<file path="config.mk">
export PLATFORM = sky130hd
export DESIGN_NAME = jmc_dev_end_flat
export DESIGN_NICKNAME = d
export VERILOG_FILES = /design/src/hw/jmc_pkg.sv /design/src/hw/jmc_link_if.sv /design/src/hw/jmc_ilas_octet.sv /design/src/hw/jmc_dev_end.sv /design/src/flat_wrapper.sv
export SDC_FILE = /design/constraint.sdc
export NUM_CORES = 1
export LEC_CHECK = 0
export BUFFER_PORTS_ARGS = -buffer_cell sky130_fd_sc_hd__buf_2
export CORE_MARGIN = 8
export CORE_UTILIZATION = 40
export CTS_CLUSTER_DIAMETER = 150
export DETAILED_ROUTE_END_ITERATION = 8
export GPL_ROUTABILITY_DRIVEN = 0
export GPL_TIMING_DRIVEN = 0
export PLACE_DENSITY = 0.64
export SLEW_MARGIN = 15
export SYNTH_ARGS = -nofsm -noshare
export SYNTH_HDL_FRONTEND = slang
export SYNTH_HIERARCHICAL = 1
export SYNTH_SLANG_ARGS = --single-unit
</file>
<file path="constraint.sdc">
create_clock -name pclk -period 7.17 [get_ports pclk]
set_clock_uncertainty 0.15 [all_clocks]
set_input_delay 0.3585 -clock pclk [delete_from_list [all_inputs] [get_ports pclk]]
set_output_delay 0.3585 -clock pclk [all_outputs]
set_load 0.03 [all_outputs]
</file>
<file path="src/hw/jmc_pkg.sv">
package jmc_pkg;

  typedef struct packed {
    logic ok;
    logic des;
    logic [4:0] dec;
    logic [1:0] links;
    logic [4:0] n;
    logic [4:0] np;
    logic [3:0] l;
    logic [3:0] m;
    logic [3:0] f;
    logic [3:0] s;
    logic [4:0] r4;
    logic [5:0] kmin;
    logic [1:0] kstep;
  } jmc_mode_s;

  // ---------------------------------------------------------------
  // Mode table, indexed by link_mode_select; r4 is R times four.
  // ---------------------------------------------------------------
  localparam logic [4:0] JMC_MODE_CNT = 5'h13;
  localparam jmc_mode_s JMC_MODE_TAB [19] = '{
    '{1'h1, 1'h1, 5'h01, 2'h2, 5'h0c, 5'h0c, 4'h4, 4'h4, 4'h8, 4'h5, 5'h10, 6'h03, 2'h1},
    '{1'h1, 1'h1, 5'h01, 2'h2, 5'h0c, 5'h0c, 4'h8, 4'h8, 4'h8, 4'h5, 5'h08, 6'h03, 2'h1},
    '{1'h1, 1'h0, 5'h01, 2'h2, 5'h0c, 5'h0c, 4'h4, 4'h4, 4'h8, 4'h5, 5'h10, 6'h03, 2'h1},
    '{1'h1, 1'h0, 5'h01, 2'h2, 5'h0c, 5'h0c, 4'h8, 4'h8, 4'h8, 4'h5, 5'h08, 6'h03, 2'h1},
    '{1'h1, 1'h1, 5'h01, 2'h2, 5'h08, 5'h08, 4'h2, 4'h1, 4'h1, 4'h2, 5'h14, 6'h12, 2'h2},
    '{1'h1, 1'h1, 5'h01, 2'h2, 5'h08, 5'h08, 4'h4, 4'h1, 4'h1, 4'h4, 5'h0a, 6'h12, 2'h2},
    '{1'h1, 1'h0, 5'h01, 2'h2, 5'h08, 5'h08, 4'h2, 4'h1, 4'h1, 4'h2, 5'h14, 6'h12, 2'h2},
    '{1'h1, 1'h0, 5'h01, 2'h2, 5'h08, 5'h08, 4'h4, 4'h1, 4'h1, 4'h4, 5'h0a, 6'h12, 2'h2},
    '{1'h0, 1'h0, 5'h00, 2'h0, 5'h00, 5'h00, 4'h0, 4'h0, 4'h0, 4'h0, 5'h00, 6'h00, 2'h0},
    '{1'h1, 1'h0, 5'h02, 2'h2, 5'h0f, 5'h10, 4'h4, 4'h1, 4'h2, 4'h4, 5'h0a, 6'h09, 2'h1},
    '{1'h1, 1'h0, 5'h04, 2'h2, 5'h0f, 5'h10, 4'h2, 4'h2, 4'h2, 4'h1, 5'h14, 6'h09, 2'h1},
    '{1'h1, 1'h0, 5'h04, 2'h2, 5'h0f, 5'h10, 4'h4, 4'h2, 4'h2, 4'h2, 5'h0a, 6'h09, 2'h1},
    '{1'h1, 1'h0, 5'h04, 2'h2, 5'h0c, 5'h0c, 4'h8, 4'h8, 4'h8, 4'h5, 5'h04, 6'h03, 2'h1},
    '{1'h1, 1'h0, 5'h08, 2'h2, 5'h0f, 5'h10, 4'h1, 4'h2, 4'h4, 4'h1, 5'h14, 6'h05, 2'h1},
    '{1'h1, 1'h0, 5'h08, 2'h2, 5'h0f, 5'h10, 4'h2, 4'h2, 4'h2, 4'h1, 5'h0a, 6'h09, 2'h1},
    '{1'h1, 1'h0, 5'h10, 2'h1, 5'h0f, 5'h10, 4'h1, 4'h4, 4'h8, 4'h1, 5'h14, 6'h03, 2'h1},
    '{1'h1, 1'h0, 5'h10, 2'h2, 5'h0f, 5'h10, 4'h1, 4'h2, 4'h4, 4'h1, 5'h0a, 6'h05, 2'h1},
    '{1'h1, 1'h1, 5'h01, 2'h2, 5'h08, 5'h08, 4'h8, 4'h1, 4'h1, 4'h8, 5'h05, 6'h12, 2'h2},
    '{1'h1, 1'h0, 5'h01, 2'h2, 5'h08, 5'h08, 4'h8, 4'h1, 4'h1, 4'h8, 5'h05, 6'h12, 2'h2}
  };

  // ---------------------------------------------------------------
  // Constants.
  // ---------------------------------------------------------------
  localparam logic [4:0] JMC_R4_BYPASS = 5'h04;
  localparam logic [2:0] JMC_JESDV = 3'h1;
  localparam logic [2:0] JMC_SUBCLASSV = 3'h1;
  localparam logic [3:0] JMC_IDX_LAST = 4'hd;
  localparam logic [3:0] JMC_IDX_CHK = 4'hd;
  localparam logic [2:0] JMC_DREG_MODE = 3'h0;
  localparam logic [2:0] JMC_DREG_KM1 = 3'h1;
  localparam logic [2:0] JMC_DREG_DID = 3'h2;
  localparam logic [2:0] JMC_DREG_CTRL = 3'h3;
  localparam int JMC_CTRL_EN = 0;
  localparam int JMC_CTRL_SCR = 1;
  localparam int JMC_CTRL_INB = 2;
  localparam logic [4:0] JMC_MODE_RST = 5'h00;
  localparam logic [4:0] JMC_KM1_RST = 5'h1f;
  localparam logic [7:0] JMC_DID_RST = 8'h00;
  localparam logic [11:0] JMC_A_CTRL = 12'h000;
  localparam logic [11:0] JMC_A_MODE = 12'h004;
  localparam logic [11:0] JMC_A_KM1 = 12'h008;
  localparam logic [11:0] JMC_A_DID = 12'h00c;
  localparam logic [11:0] JMC_A_STAT = 12'h010;
  localparam logic [11:0] JMC_A_INFO = 12'h014;
  localparam int JMC_ST_UP = 0;
  localparam int JMC_ST_CHK = 1;
  localparam int JMC_ST_CFG = 2;
  localparam int JMC_ST_DID = 3;

  // ---------------------------------------------------------------
  // Shared functions.
  // ---------------------------------------------------------------
  function automatic jmc_mode_s jmc_entry(input logic [4:0] mode);
    jmc_entry = (mode < JMC_MODE_CNT) ? JMC_MODE_TAB[mode] : '0;
  endfunction

  function automatic logic jmc_k_ok(input jmc_mode_s e, input logic [4:0] km1);
    logic [5:0] k;
    logic [5:0] diff;
    k = {1'b0, km1} + 6'h01;
    diff = k - e.kmin;
    jmc_k_ok = e.ok && (k >= e.kmin) && ((e.kstep == 2'h1) || !diff[0]);
  endfunction

  function automatic logic [7:0] jmc_build_octet(input jmc_mode_s e, input logic [7:0] did,
      input logic [2:0] lid, input logic scr, input logic [4:0] km1, input logic [3:0] idx);
    case (idx)
      4'h0: jmc_build_octet = did;
      4'h2: jmc_build_octet = {5'h00, lid};
      4'h3: jmc_build_octet = {scr, 2'h0, 5'({1'b0, e.l} - 5'h01)};
      4'h4: jmc_build_octet = {4'h0, e.f} - 8'h01;
      4'h5: jmc_build_octet = {3'h0, km1};
      4'h6: jmc_build_octet = {4'h0, e.m} - 8'h01;
      4'h7: jmc_build_octet = {3'h0, e.n - 5'h01};
      4'h8: jmc_build_octet = {JMC_SUBCLASSV, e.np - 5'h01};
      4'h9: jmc_build_octet = {JMC_JESDV, 5'({1'b0, e.s} - 5'h01)};
      default: jmc_build_octet = 8'h00;
    endcase
  endfunction

  // Sum of the separate fields packed in one octet.
  function automatic logic [7:0] jmc_field_sum(input logic [3:0] idx, input logic [7:0] o);
    case (idx)
      4'h1: jmc_field_sum = {4'h0, o[7:4]} + {4'h0, o[3:0]};
      4'h2: jmc_field_sum = {7'h00, o[6]} + {7'h00, o[5]} + {3'h0, o[4:0]};
      4'h3, 4'ha: jmc_field_sum = {7'h00, o[7]} + {3'h0, o[4:0]};
      4'h5: jmc_field_sum = {3'h0, o[4:0]};
      4'h7: jmc_field_sum = {6'h00, o[7:6]} + {3'h0, o[4:0]};
      4'h8, 4'h9: jmc_field_sum = {5'h00, o[7:5]} + {3'h0, o[4:0]};
      default: jmc_field_sum = o;
    endcase
  endfunction

endpackage

</file>
<file path="src/hw/jmc_link_if.sv">
`timescale 1ns/1ps
interface jmc_link_if;
  logic cfg_we;
  logic [2:0] cfg_addr;
  logic [7:0] cfg_wdata;
  logic ilas_valid;
  logic ilas_link;
  logic [2:0] ilas_lane;
  logic [3:0] ilas_idx;
  logic [7:0] ilas_octet;
  logic cfg_err;
  logic link_up;
  modport dev (
    input cfg_we,
    input cfg_addr,
    input cfg_wdata,
    output ilas_valid,
    output ilas_link,
    output ilas_lane,
    output ilas_idx,
    output ilas_octet,
    output cfg_err,
    output link_up
  );
  modport rx (
    output cfg_we,
    output cfg_addr,
    output cfg_wdata,
    input ilas_valid,
    input ilas_link,
    input ilas_lane,
    input ilas_idx,
    input ilas_octet,
    input cfg_err,
    input link_up
  );
endinterface

</file>
<file path="src/hw/jmc_ilas_octet.sv">
`timescale 1ns/1ps
module jmc_ilas_octet (
  input jmc_pkg::jmc_mode_s ent,
  input wire logic [7:0] did,
  input wire logic [2:0] lid,
  input wire logic scr,
  input wire logic [4:0] km1,
  input wire logic [3:0] idx,
  output logic [7:0] octet
);
  import jmc_pkg::*;

  logic [7:0] chk;

  always_comb begin
    chk = 8'h00;
    for (int i = 0; i < 13; i++) begin
      chk = chk + jmc_field_sum(4'(i), jmc_build_octet(ent, did, lid, scr, km1, 4'(i)));
    end
  end

  always_comb begin
    if (idx == JMC_IDX_CHK) begin
      octet = chk;
    end else begin
      octet = jmc_build_octet(ent, did, lid, scr, km1, idx);
    end
  end
endmodule

</file>
<file path="src/hw/jmc_dev_end.sv">
// The placing of the registers and register access over APB are this design's own decisions.
`timescale 1ns/1ps
module jmc_dev_end (
  input wire logic pclk,
  input wire logic presetn,
  jmc_link_if.dev link,
  output logic des_q,
  output logic fs_double_q,
  output logic ddc_avail_q,
  output logic input_b_sel_q,
  output logic dual_inputs_q,
  output logic [4:0] decim_q,
  output logic [4:0] serdes_mult_x4_q,
  output logic pll_bypass_q,
  output logic scramble_en_q,
  output logic [3:0] conv_count_q,
  output logic [15:0] lane_pwr_en_q
);
  import jmc_pkg::*;

  typedef enum logic [1:0] {
    JMC_IDLE = 2'b00,
    JMC_SEND = 2'b01,
    JMC_UP = 2'b10
  } jmc_state_e;

  logic [4:0] mode_q;
  logic [4:0] km1_q;
  logic [7:0] did_q;
  logic en_q;
  logic scr_q;
  logic inb_q;
  jmc_mode_s ent;
  logic cfg_ok;
  jmc_state_e state_q;
  jmc_mode_s lat_q;
  logic [4:0] lat_km1_q;
  logic [7:0] lat_did_q;
  logic lat_scr_q;
  logic [3:0] idx_q;
  logic [2:0] lane_q;
  logic lnk_q;
  logic [7:0] did_eff;
  logic [7:0] octet;
  logic last_lane;
  logic last_link;

  // ---------------------------------------------------------------
  // Configuration registers.
  // ---------------------------------------------------------------
  always_ff @(posedge pclk or negedge presetn) begin
    if (!presetn) begin
      mode_q <= JMC_MODE_RST;
      km1_q <= JMC_KM1_RST;
      did_q <= JMC_DID_RST;
      en_q <= 1'b0;
      scr_q <= 1'b0;
      inb_q <= 1'b0;
    end else if (link.cfg_we) begin
      case (link.cfg_addr)
        JMC_DREG_MODE: mode_q <= link.cfg_wdata[4:0];
        JMC_DREG_KM1: km1_q <= link.cfg_wdata[4:0];
        JMC_DREG_DID: did_q <= link.cfg_wdata;
        JMC_DREG_CTRL: begin
          en_q <= link.cfg_wdata[JMC_CTRL_EN];
          scr_q <= link.cfg_wdata[JMC_CTRL_SCR];
          inb_q <= link.cfg_wdata[JMC_CTRL_INB];
        end
        default: ;
      endcase
    end
  end

  assign ent = jmc_entry(mode_q);
  assign cfg_ok = jmc_k_ok(ent, km1_q);

  // ---------------------------------------------------------------
  // Derived converter and serializer controls.
  // ---------------------------------------------------------------
  always_ff @(posedge pclk or negedge presetn) begin
    if (!presetn) begin
      des_q <= 1'b0;
      fs_double_q <= 1'b0;
      ddc_avail_q <= 1'b0;
      input_b_sel_q <= 1'b0;
      dual_inputs_q <= 1'b0;
      decim_q <= 5'h00;
      serdes_mult_x4_q <= 5'h00;
      pll_bypass_q <= 1'b0;
      scramble_en_q <= 1'b0;
      conv_count_q <= 4'h0;
    end else begin
      des_q <= ent.des;
      fs_double_q <= ent.ok & ent.des;
      ddc_avail_q <= ent.ok & ~ent.des;
      input_b_sel_q <= ent.des & inb_q;
      dual_inputs_q <= ent.ok & ~ent.des;
      decim_q <= ent.dec;
      serdes_mult_x4_q <= ent.r4;
      pll_bypass_q <= ent.ok && (ent.r4 == JMC_R4_BYPASS);
      scramble_en_q <= scr_q;
      conv_count_q <= ent.m;
    end
  end

  always_ff @(posedge pclk or negedge presetn) begin
    if (!presetn) begin
      lane_pwr_en_q <= 16'h0000;
    end else begin
      for (int i = 0; i < 8; i++) begin
        lane_pwr_en_q[i] <= ent.ok && (4'(i) < ent.l);
        lane_pwr_en_q[i + 8] <= ent.ok && (4'(i) < ent.l) && (ent.links == 2'h2);
      end
    end
  end

  // ---------------------------------------------------------------
  // Alignment sequence parameter stream.
  // ---------------------------------------------------------------
  // A configuration change while the link runs reaches the parameter stream only at
  // the next enable, so one sequence never mixes two parameter sets.
  assign last_lane = ({1'b0, lane_q} == lat_q.l - 4'h1);
  assign last_link = ({1'b0, lnk_q} == lat_q.links - 2'h1);
  assign did_eff = lat_did_q + {7'h00, lnk_q};

  jmc_ilas_octet u_octet (
    .ent(lat_q),
    .did(did_eff),
    .lid(lane_q),
    .scr(lat_scr_q),
    .km1(lat_km1_q),
    .idx(idx_q),
    .octet(octet)
  );

  always_ff @(posedge pclk or negedge presetn) begin
    if (!presetn) begin
      state_q <= JMC_IDLE;
      lat_q <= '0;
      lat_km1_q <= 5'h00;
      lat_did_q <= 8'h00;
      lat_scr_q <= 1'b0;
      idx_q <= 4'h0;
      lane_q <= 3'h0;
      lnk_q <= 1'b0;
    end else begin
      case (state_q)
        JMC_IDLE: begin
          idx_q <= 4'h0;
          lane_q <= 3'h0;
          lnk_q <= 1'b0;
          if (en_q && cfg_ok) begin
            lat_q <= ent;
            lat_km1_q <= km1_q;
            lat_did_q <= did_q;
            lat_scr_q <= scr_q;
            state_q <= JMC_SEND;
          end
        end
        JMC_SEND: begin
          if (!en_q) begin
            state_q <= JMC_IDLE;
          end else if (idx_q != JMC_IDX_LAST) begin
            idx_q <= idx_q + 4'h1;
          end else begin
            idx_q <= 4'h0;
            if (!last_lane) begin
              lane_q <= lane_q + 3'h1;
            end else begin
              lane_q <= 3'h0;
              if (!last_link) begin
                lnk_q <= 1'b1;
              end else begin
                state_q <= JMC_UP;
              end
            end
          end
        end
        JMC_UP: begin
          if (!en_q) begin
            state_q <= JMC_IDLE;
          end
        end
        default: state_q <= JMC_IDLE;
      endcase
    end
  end

  always_ff @(posedge pclk or negedge presetn) begin
    if (!presetn) begin
      link.ilas_valid <= 1'b0;
      link.ilas_link <= 1'b0;
      link.ilas_lane <= 3'h0;
      link.ilas_idx <= 4'h0;
      link.ilas_octet <= 8'h00;
      link.cfg_err <= 1'b0;
      link.link_up <= 1'b0;
    end else begin
      link.ilas_valid <= (state_q == JMC_SEND) && en_q;
      link.ilas_link <= lnk_q;
      link.ilas_lane <= lane_q;
      link.ilas_idx <= idx_q;
      link.ilas_octet <= octet;
      link.cfg_err <= en_q && !cfg_ok && (state_q == JMC_IDLE);
      link.link_up <= (state_q == JMC_UP) && en_q;
    end
  end
endmodule

</file>
<file path="src/flat_wrapper.sv">
// flat-port wrapper written by rule: the top's interface ports become plain ports
module jmc_dev_end_flat import jmc_pkg::*;
  (pclk, presetn, des_q, fs_double_q, ddc_avail_q, input_b_sel_q, dual_inputs_q, decim_q, serdes_mult_x4_q, pll_bypass_q, scramble_en_q, conv_count_q, lane_pwr_en_q, link_cfg_we, link_cfg_addr, link_cfg_wdata, link_ilas_valid, link_ilas_link, link_ilas_lane, link_ilas_idx, link_ilas_octet, link_cfg_err, link_link_up);
  jmc_link_if link_i ();
  input wire logic pclk;
  input wire logic presetn;
  output logic des_q;
  output logic fs_double_q;
  output logic ddc_avail_q;
  output logic input_b_sel_q;
  output logic dual_inputs_q;
  output logic [4:0] decim_q;
  output logic [4:0] serdes_mult_x4_q;
  output logic pll_bypass_q;
  output logic scramble_en_q;
  output logic [3:0] conv_count_q;
  output logic [15:0] lane_pwr_en_q;
  input wire logic [$bits(link_i.cfg_we)-1:0] link_cfg_we;
  input wire logic [$bits(link_i.cfg_addr)-1:0] link_cfg_addr;
  input wire logic [$bits(link_i.cfg_wdata)-1:0] link_cfg_wdata;
  output wire logic [$bits(link_i.ilas_valid)-1:0] link_ilas_valid;
  output wire logic [$bits(link_i.ilas_link)-1:0] link_ilas_link;
  output wire logic [$bits(link_i.ilas_lane)-1:0] link_ilas_lane;
  output wire logic [$bits(link_i.ilas_idx)-1:0] link_ilas_idx;
  output wire logic [$bits(link_i.ilas_octet)-1:0] link_ilas_octet;
  output wire logic [$bits(link_i.cfg_err)-1:0] link_cfg_err;
  output wire logic [$bits(link_i.link_up)-1:0] link_link_up;
  assign link_i.cfg_we = link_cfg_we;
  assign link_i.cfg_addr = link_cfg_addr;
  assign link_i.cfg_wdata = link_cfg_wdata;
  assign link_ilas_valid = link_i.ilas_valid;
  assign link_ilas_link = link_i.ilas_link;
  assign link_ilas_lane = link_i.ilas_lane;
  assign link_ilas_idx = link_i.ilas_idx;
  assign link_ilas_octet = link_i.ilas_octet;
  assign link_cfg_err = link_i.cfg_err;
  assign link_link_up = link_i.link_up;
  jmc_dev_end u_core (.pclk(pclk), .presetn(presetn), .link(link_i), .des_q(des_q), .fs_double_q(fs_double_q), .ddc_avail_q(ddc_avail_q), .input_b_sel_q(input_b_sel_q), .dual_inputs_q(dual_inputs_q), .decim_q(decim_q), .serdes_mult_x4_q(serdes_mult_x4_q), .pll_bypass_q(pll_bypass_q), .scramble_en_q(scramble_en_q), .conv_count_q(conv_count_q), .lane_pwr_en_q(lane_pwr_en_q));
endmodule
</file>
==> results of run 1 <==
[layout make-up]
| type | count | area (um^2) |
|---|---|---|
| buffer | 25 | 124 |
| clock buffer | 21 | 450 |
| clock inverter | 11 | 123 |
| fill | 1740 | 9780 |
| inverter | 104 | 390 |
| multi-input combinational | 484 | 3940 |
| sequential | 123 | 3080 |
| tap | 234 | 293 |
| timing repair buffer | 72 | 399 |
[state kept, by name, summed over array words and instances, names as in the netlist, 2 cells and up]
register / flops
u_core/lat_q: 23
u_core/lane_pwr_en_q: 16
u_core/did_q: 8
u_core/lat_did_q: 8
u_core/link.ilas_octet: 8
u_core/decim_q: 5
u_core/km1_q: 5
u_core/lat_km1_q: 5
u_core/mode_q: 5
u_core/serdes_mult_x4_q: 5
u_core/conv_count_q: 4
u_core/idx_q: 4
u_core/link.ilas_idx: 4
u_core/lane_q: 3
u_core/link.ilas_lane: 3
u_core/state_q: 2
[per-layer routing]
metal,track usage (%),vias up,wire length [um]
li1,-,2640,-
met1,21.6,2690,8260
met2,25.0,212,8500
met3,3.75,22,1170
met4,5.51,0,217
met5,0,-,0
[stage by stage]
stage               hold slack [ns]  instances  utilization (%)  cell area [um^2]
finish                       0.0294       1074             47.4              8800
global route                 0.0183       1074             47.4              8800
CTS                          0.0117       1074             47.4              8800
detailed placement            0.196       1040             44.2              8210
global placement              0.299       1039             44.0              8170
floorplan                   -0.0871        736                -              7530
[worst reg2reg max path, cell delays in order, from the launching register on]
cell      delay, ns
dfrtp_1        0.49
ha_1           0.25
ha_1           0.19
xor2_1         0.14
inv_1          0.10
fa_1           0.54
inv_1          0.06
fa_1           0.50
fa_1           0.55
inv_1          0.06
fa_1           0.53
inv_1          0.04
ha_1           0.24
fa_1           0.53
nand2b_1       0.12
o211ai_1       0.10
a311o_1        0.34
o211ai_1       0.11
[how the worst max path moves through the flow]
stage | endpoint | slack, ns
3_5_place_dp | u_core/link.ilas_octet[3] | 2.01
6_report | u_core/link.ilas_octet[3] | 2.04
4_1_cts | u_core/link.ilas_octet[3] | 1.99
5_1_grt | u_core/link.ilas_octet[3] | 1.83
2_1_floorplan | u_core/link.ilas_octet[3] | 2.48
3_3_place_gp | u_core/link.ilas_octet[3] | 2.03
==> impl_metrics.xml, run 1 <==
<?xml version="1.0" encoding="UTF-8"?>
<metrics>
  <group name="status">
    <metric name="run_status" unit="">finished, final reports clean</metric>
  </group>
  <group name="floorplan">
    <metric name="die_width" unit="um">153</metric>
    <metric name="design.die.area" unit="um^2">23400</metric>
    <metric name="pin_count" unit="">70</metric>
    <metric name="fp.dieH" unit="um">153</metric>
    <metric name="fp.coreArea" unit="um^2">18600</metric>
    <metric name="rows" unit="">50</metric>
    <metric name="initial_util" unit="%">40.4</metric>
  </group>
  <group name="critical_path">
    <metric name="worst_ep_arrival_time" unit="ns">5.30</metric>
    <metric name="critPathKind" unit="">reg -&gt; reg</metric>
    <metric name="cpMostUsedCell" unit="">fa_1</metric>
    <metric name="cpLargestDelayFamily" unit="">adder cells</metric>
    <metric name="r2r_slack" unit="ns">2.04</metric>
    <metric name="crit_path_end_kind" unit="">flip-flop</metric>
    <metric name="r2r-end" unit="">u_core/link.ilas_octet[3]</metric>
    <metric name="critPathLaunchType" unit="">flip-flop</metric>
    <metric name="worstPathMaxFanout" unit="">6</metric>
    <metric name="cp_num_cells" unit="">17</metric>
    <metric name="worst_setup_path_startpoint" unit="">u_core/lnk_q</metric>
    <metric name="crit_buf_inv" unit="">4</metric>
    <metric name="r2r_start" unit="">u_core/lnk_q</metric>
    <metric name="worst_path_max_delay_cell" unit="">fa_1</metric>
    <metric name="critical-path-max-stage-delay" unit="ns">0.55</metric>
    <metric name="worst-r2r-cell-count" unit="">17</metric>
    <metric name="worstPathCellList" unit="">ha_1 -&gt; ha_1 -&gt; xor2_1 -&gt; inv_1 -&gt; fa_1 -&gt; inv_1 -&gt; fa_1 -&gt; fa_1 -&gt; inv_1 -&gt; fa_1 -&gt; inv_1 -&gt; ha_1 -&gt; fa_1 -&gt; nand2b_1 -&gt; o211ai_1 -&gt; a311o_1 -&gt; o211ai_1</metric>
    <metric name="worst-endpoint-required" unit="ns">7.34</metric>
  </group>
  <group name="sta">
    <metric name="fmaxAchievable" unit="MHz">195</metric>
    <metric name="min_period" unit="ns">5.13</metric>
    <metric name="setup_viol" unit="">0</metric>
    <metric name="report.final.hold_viol_count" unit="">0</metric>
    <metric name="min_period_over_period" unit="%">71.5</metric>
    <metric name="final_critical_path_setup_slack" unit="ns">2.04</metric>
    <metric name="timing_worst_slew_pin_value" unit="ns">0.716</metric>
    <metric name="slew-limit-headroom" unit="%">52.1</metric>
    <metric name="setup_repair_after_global_routing_missed_its_margin" unit="">false</metric>
    <metric name="setup_tns" unit="ns">0</metric>
    <metric name="slew_viol_final" unit="">0</metric>
  </group>
  <group name="clock_network">
    <metric name="cts_root_buf" unit="">clkbuf_16</metric>
    <metric name="cts_repair_resize_count" unit="">0</metric>
    <metric name="clk_buf_depth" unit="">2</metric>
    <metric name="numCtsBuffers" unit="">17</metric>
    <metric name="h-tree-depth" unit="">4</metric>
    <metric name="clock_input_transition_at_the_sequential_cells_of_the_worst_setup_and_hold_paths" unit="ns">0.06</metric>
    <metric name="cts.sink_count" unit="">123</metric>
    <metric name="cts-hold-fix-buffers" unit="">2</metric>
    <metric name="tritoncts_clock_tree" unit="">yes</metric>
    <metric name="clkLatencyLatePin" unit="ns">0.42</metric>
    <metric name="postCtsSetupBuffers" unit="">0</metric>
  </group>
  <group name="placed_design">
    <metric name="dpl_worst_slack" unit="ns">2.01</metric>
    <metric name="place.port_buffers" unit="">69</metric>
    <metric name="dpl.hpwl" unit="um">13900</metric>
  </group>
  <group name="global_routing">
    <metric name="globalRouteTotalUtil" unit="%">16.1</metric>
    <metric name="global_route.overflow_total" unit="">0</metric>
    <metric name="grt_first_pass_wirelength" unit="um">29800</metric>
    <metric name="number_of_antenna_violations_at_the_first_check_in_global_routing" unit="">0</metric>
    <metric name="pin_count_of_the_biggest_net_entering_global_routing" unit="">71</metric>
    <metric name="via_count_of_the_first_global_routing_pass" unit="">5517</metric>
  </group>
  <group name="worst_hold_path">
    <metric name="number_of_cells_traversed_by_the_worst_hold_path" unit="">2</metric>
    <metric name="holdPathEnd" unit="">u_core/did_q[5]</metric>
    <metric name="timing.hold.worst.start" unit="">link_cfg_wdata[5]</metric>
    <metric name="hold_path.class" unit="">in -&gt; reg</metric>
  </group>
  <group name="yosys">
    <metric name="postSynthAreaPerCell" unit="um^2">10.3</metric>
    <metric name="yosys_warnings" unit="">6</metric>
    <metric name="postSynthCellCount" unit="">731</metric>
    <metric name="post_synth_instance_area" unit="um^2">7510</metric>
  </group>
  <group name="detailed_routing">
    <metric name="wl_per_cell" unit="um">16.9</metric>
    <metric name="drt_iter0_drc" unit="">622</metric>
    <metric name="drc_violations_left" unit="">0</metric>
    <metric name="via_count" unit="">5564</metric>
    <metric name="drt-pass1-iter-count" unit="">7</metric>
    <metric name="drt-vias-per-instance" unit="">5.18</metric>
    <metric name="wirelength" unit="um">18100</metric>
    <metric name="route.antenna.remaining_nets" unit="">0</metric>
  </group>
  <group name="finish">
    <metric name="layout_commonest_cell" unit="">dfrtp_1</metric>
    <metric name="fin_nets" unit="">919</metric>
    <metric name="area.growth.synth_to_final" unit="%">17.1</metric>
    <metric name="diodes" unit="">0</metric>
    <metric name="layout.cells.most_common_list" unit="">dfrtp_1, inv_1, buf_2</metric>
    <metric name="drive_above_1_share" unit="%">20.0</metric>
  </group>
  <group name="job">
    <metric name="max-cap-violations" unit="">0</metric>
  </group>
</metrics>
Power of run 1 is left out: the tool's default activity adds up to more than one toggle a clock period on the data nets, which glitch-free logic cannot reach.
==> run 2: changes to the inputs <==
==> constraint.sdc (replaced) <==
create_clock -name pclk -period 4.77 [get_ports pclk]
set_clock_uncertainty 0.15 [all_clocks]
set_input_delay 0.2385 -clock pclk [delete_from_list [all_inputs] [get_ports pclk]]
set_output_delay 0.2385 -clock pclk [all_outputs]
set_load 0.03 [all_outputs]
==> impl_metrics.xml, run 2 (synthesis gave the netlist of run 1 again) <==
<?xml version="1.0" encoding="UTF-8"?>
<metrics>
  <group name="status">
    <metric name="run_status" unit="">finished, final reports clean</metric>
  </group>
  <group name="finish">
    <metric name="drive_above_1_share" unit="%">23.7</metric>
    <metric name="largest_register_ffs" unit="">23</metric>
    <metric name="layout_commonest_cell" unit="">dfrtp_1</metric>
    <metric name="reg.largest.list" unit="">u_core/lat_q x23, u_core/lane_pwr_en_q x16</metric>
    <metric name="layout.cells.most_common_list" unit="">dfrtp_1, inv_1, buf_2</metric>
    <metric name="fin_nets" unit="">939</metric>
    <metric name="layout.cell_area.non_filler" unit="um^2">9100</metric>
    <metric name="diodes" unit="">0</metric>
    <metric name="top_register" unit="">u_core/lat_q</metric>
    <metric name="layout.core_utilization" unit="%">49.0</metric>
    <metric name="fillerInstances" unit="">1694</metric>
    <metric name="area.growth.synth_to_final" unit="%">21.1</metric>
  </group>
  <group name="detailed_routing">
    <metric name="drc_violations_left" unit="">0</metric>
    <metric name="drt-pass1-iter-count" unit="">7</metric>
    <metric name="route.antenna.remaining_nets" unit="">0</metric>
    <metric name="via_count" unit="">5749</metric>
    <metric name="wl_per_cell" unit="um">17.0</metric>
    <metric name="wirelength" unit="um">18600</metric>
    <metric name="drt_iter0_drc" unit="">713</metric>
    <metric name="drt-vias-per-instance" unit="">5.26</metric>
  </group>
  <group name="global_routing">
    <metric name="grt_first_pass_wirelength" unit="um">30200</metric>
    <metric name="number_of_antenna_violations_at_the_first_check_in_global_routing" unit="">0</metric>
    <metric name="pin_count_of_the_biggest_net_entering_global_routing" unit="">71</metric>
    <metric name="global_route.overflow_total" unit="">0</metric>
    <metric name="via_count_of_the_first_global_routing_pass" unit="">5611</metric>
    <metric name="globalRouteTotalUtil" unit="%">16.3</metric>
  </group>
  <group name="sta">
    <metric name="final_critical_path_setup_slack" unit="ns">0.00613</metric>
    <metric name="fin_hold_ws" unit="ns">0.0590</metric>
    <metric name="min_period_over_period" unit="%">99.9</metric>
    <metric name="slew-limit-headroom" unit="%">51.5</metric>
    <metric name="timing_worst_slew_pin_value" unit="ns">0.725</metric>
    <metric name="setup_viol" unit="">0</metric>
    <metric name="fmaxAchievable" unit="MHz">210</metric>
    <metric name="slew_viol_final" unit="">0</metric>
    <metric name="setup_repair_after_global_routing_missed_its_margin" unit="">true</metric>
    <metric name="min_period" unit="ns">4.76</metric>
    <metric name="report.final.hold_viol_count" unit="">0</metric>
  </group>
  <group name="critical_path">
    <metric name="crit_buf_inv" unit="">4</metric>
    <metric name="cp_num_cells" unit="">17</metric>
    <metric name="cpLargestDelayFamily" unit="">adder cells</metric>
    <metric name="worstPathMaxFanout" unit="">2</metric>
    <metric name="crit_path_end_kind" unit="">flip-flop</metric>
    <metric name="worstPathCellList" unit="">ha_4 -&gt; ha_4 -&gt; xor2_1 -&gt; inv_1 -&gt; fa_1 -&gt; inv_1 -&gt; fa_1 -&gt; fa_1 -&gt; inv_2 -&gt; fa_1 -&gt; inv_2 -&gt; ha_4 -&gt; fa_1 -&gt; nand2b_1 -&gt; o211ai_1 -&gt; a311o_1 -&gt; o211ai_1</metric>
    <metric name="cpMostUsedCell" unit="">fa_1</metric>
    <metric name="worst_setup_path_startpoint" unit="">u_core/lnk_q</metric>
    <metric name="worst_path_max_delay_cell" unit="">fa_1</metric>
    <metric name="critPathLaunchType" unit="">flip-flop</metric>
    <metric name="worst_ep_arrival_time" unit="ns">4.94</metric>
    <metric name="r2r_start" unit="">u_core/lnk_q</metric>
    <metric name="worst-endpoint-required" unit="ns">4.95</metric>
    <metric name="critical-path-max-stage-delay" unit="ns">0.55</metric>
    <metric name="critPathKind" unit="">reg -&gt; reg</metric>
    <metric name="worst-r2r-cell-count" unit="">17</metric>
  </group>
  <group name="worst_hold_path">
    <metric name="number_of_cells_traversed_by_the_worst_hold_path" unit="">4</metric>
    <metric name="timing.hold.worst.start" unit="">link_cfg_addr[0]</metric>
    <metric name="hold_path.class" unit="">in -&gt; reg</metric>
  </group>
  <group name="clock_network">
    <metric name="numCtsBuffers" unit="">17</metric>
    <metric name="h-tree-depth" unit="">4</metric>
    <metric name="cts_root_buf" unit="">clkbuf_16</metric>
    <metric name="clock_input_transition_at_the_sequential_cells_of_the_worst_setup_and_hold_paths" unit="ns">0.06</metric>
    <metric name="cts.sink_count" unit="">123</metric>
    <metric name="clk_buf_depth" unit="">2</metric>
    <metric name="tritoncts_clock_tree" unit="">yes</metric>
    <metric name="clkLatencyLatePin" unit="ns">0.43</metric>
  </group>
  <group name="placed_design">
    <metric name="place.port_buffers" unit="">69</metric>
    <metric name="place_area" unit="um^2">8210</metric>
    <metric name="dpl.hpwl" unit="um">13900</metric>
    <metric name="dpl_worst_slack" unit="ns">-0.389</metric>
  </group>
  <group name="floorplan">
    <metric name="pin_count" unit="">70</metric>
    <metric name="design.die.area" unit="um^2">23400</metric>
    <metric name="fp.dieH" unit="um">153</metric>
    <metric name="rows" unit="">50</metric>
    <metric name="die_width" unit="um">153</metric>
    <metric name="fp.coreArea" unit="um^2">18600</metric>
    <metric name="initial_util" unit="%">40.4</metric>
  </group>
  <group name="job">
    <metric name="max-cap-violations" unit="">0</metric>
  </group>
</metrics>
-- run 2: cell count changes in the layout (fill, tap and decap cells not counted), moves of 2 or more --
cell,delta
dfrtp_2,+5
dlygate4sd3_1,+7
inv_1,-2
buf_4,+13
dfrtp_1,-5
inv_2,+2
ha_4,+4
xnor2_1,-8
xnor2_2,+8
ha_1,-4
-- run 2: final timing paths --
path / end / slack [ns]
worst max-delay path: u_core/link.ilas_octet[3] / 0.006
worst min-delay path: u_core/mode_q[2] / 0.06
worst max register to register: u_core/link.ilas_octet[3] / 0.006
worst min register to register: u_core/scramble_en_q / 0.31
max in group asynchronous: u_core/lat_q[25] / 3.58
min in group asynchronous: u_core/mode_q[0] / 0.18
-- run 2: what timing repair did --
item / CTS / global route
endpoints found under the hold margin: 74 / 0
hold buffers: 9 / 0
cloned: 0 / 0
buffers inserted: 10 / 3
pin swaps: 11 / 5
resized for setup: 18 / 9
endpoints found under the setup margin: 5 / 4
-- run 2: worst min-delay path: stages --
cell and delay [ns]:
buf_2 0.12, nor3b_2 0.09, nand2_1 0.07, o21ai_0 0.07
-- run 2: area by class of cell --
cell class                      count  area, um^2  share of cell area, %
Buffer                             25         124                   1.36
Sequential cell                   123        3090                   34.0
Inverter                          104         390                   4.29
Multi-Input combinational cell    484        4060                   44.7
Tap cell                          234         293                   3.22
Timing Repair Buffer               92         567                   6.23
Clock inverter                     11         123                   1.35
Clock buffer                       21         450                   4.95
-- run 2: stage by stage --
step | std cells | setup TNS [ns]
floorplan | 736 | 0
global placement | 1039 | -0.890
detailed placement | 1040 | -1.06
CTS | 1091 | -0.00477
global route | 1094 | -0.276
finish | 1094 | 0
-- run 2: metal layers --
metal	global-route usage (%)	wire (um)
met1	21.8	8340
met3	3.81	1250
met2	25.5	8730
met4	5.75	287
met5	0	0
Power of run 2 is left out for the same reason.
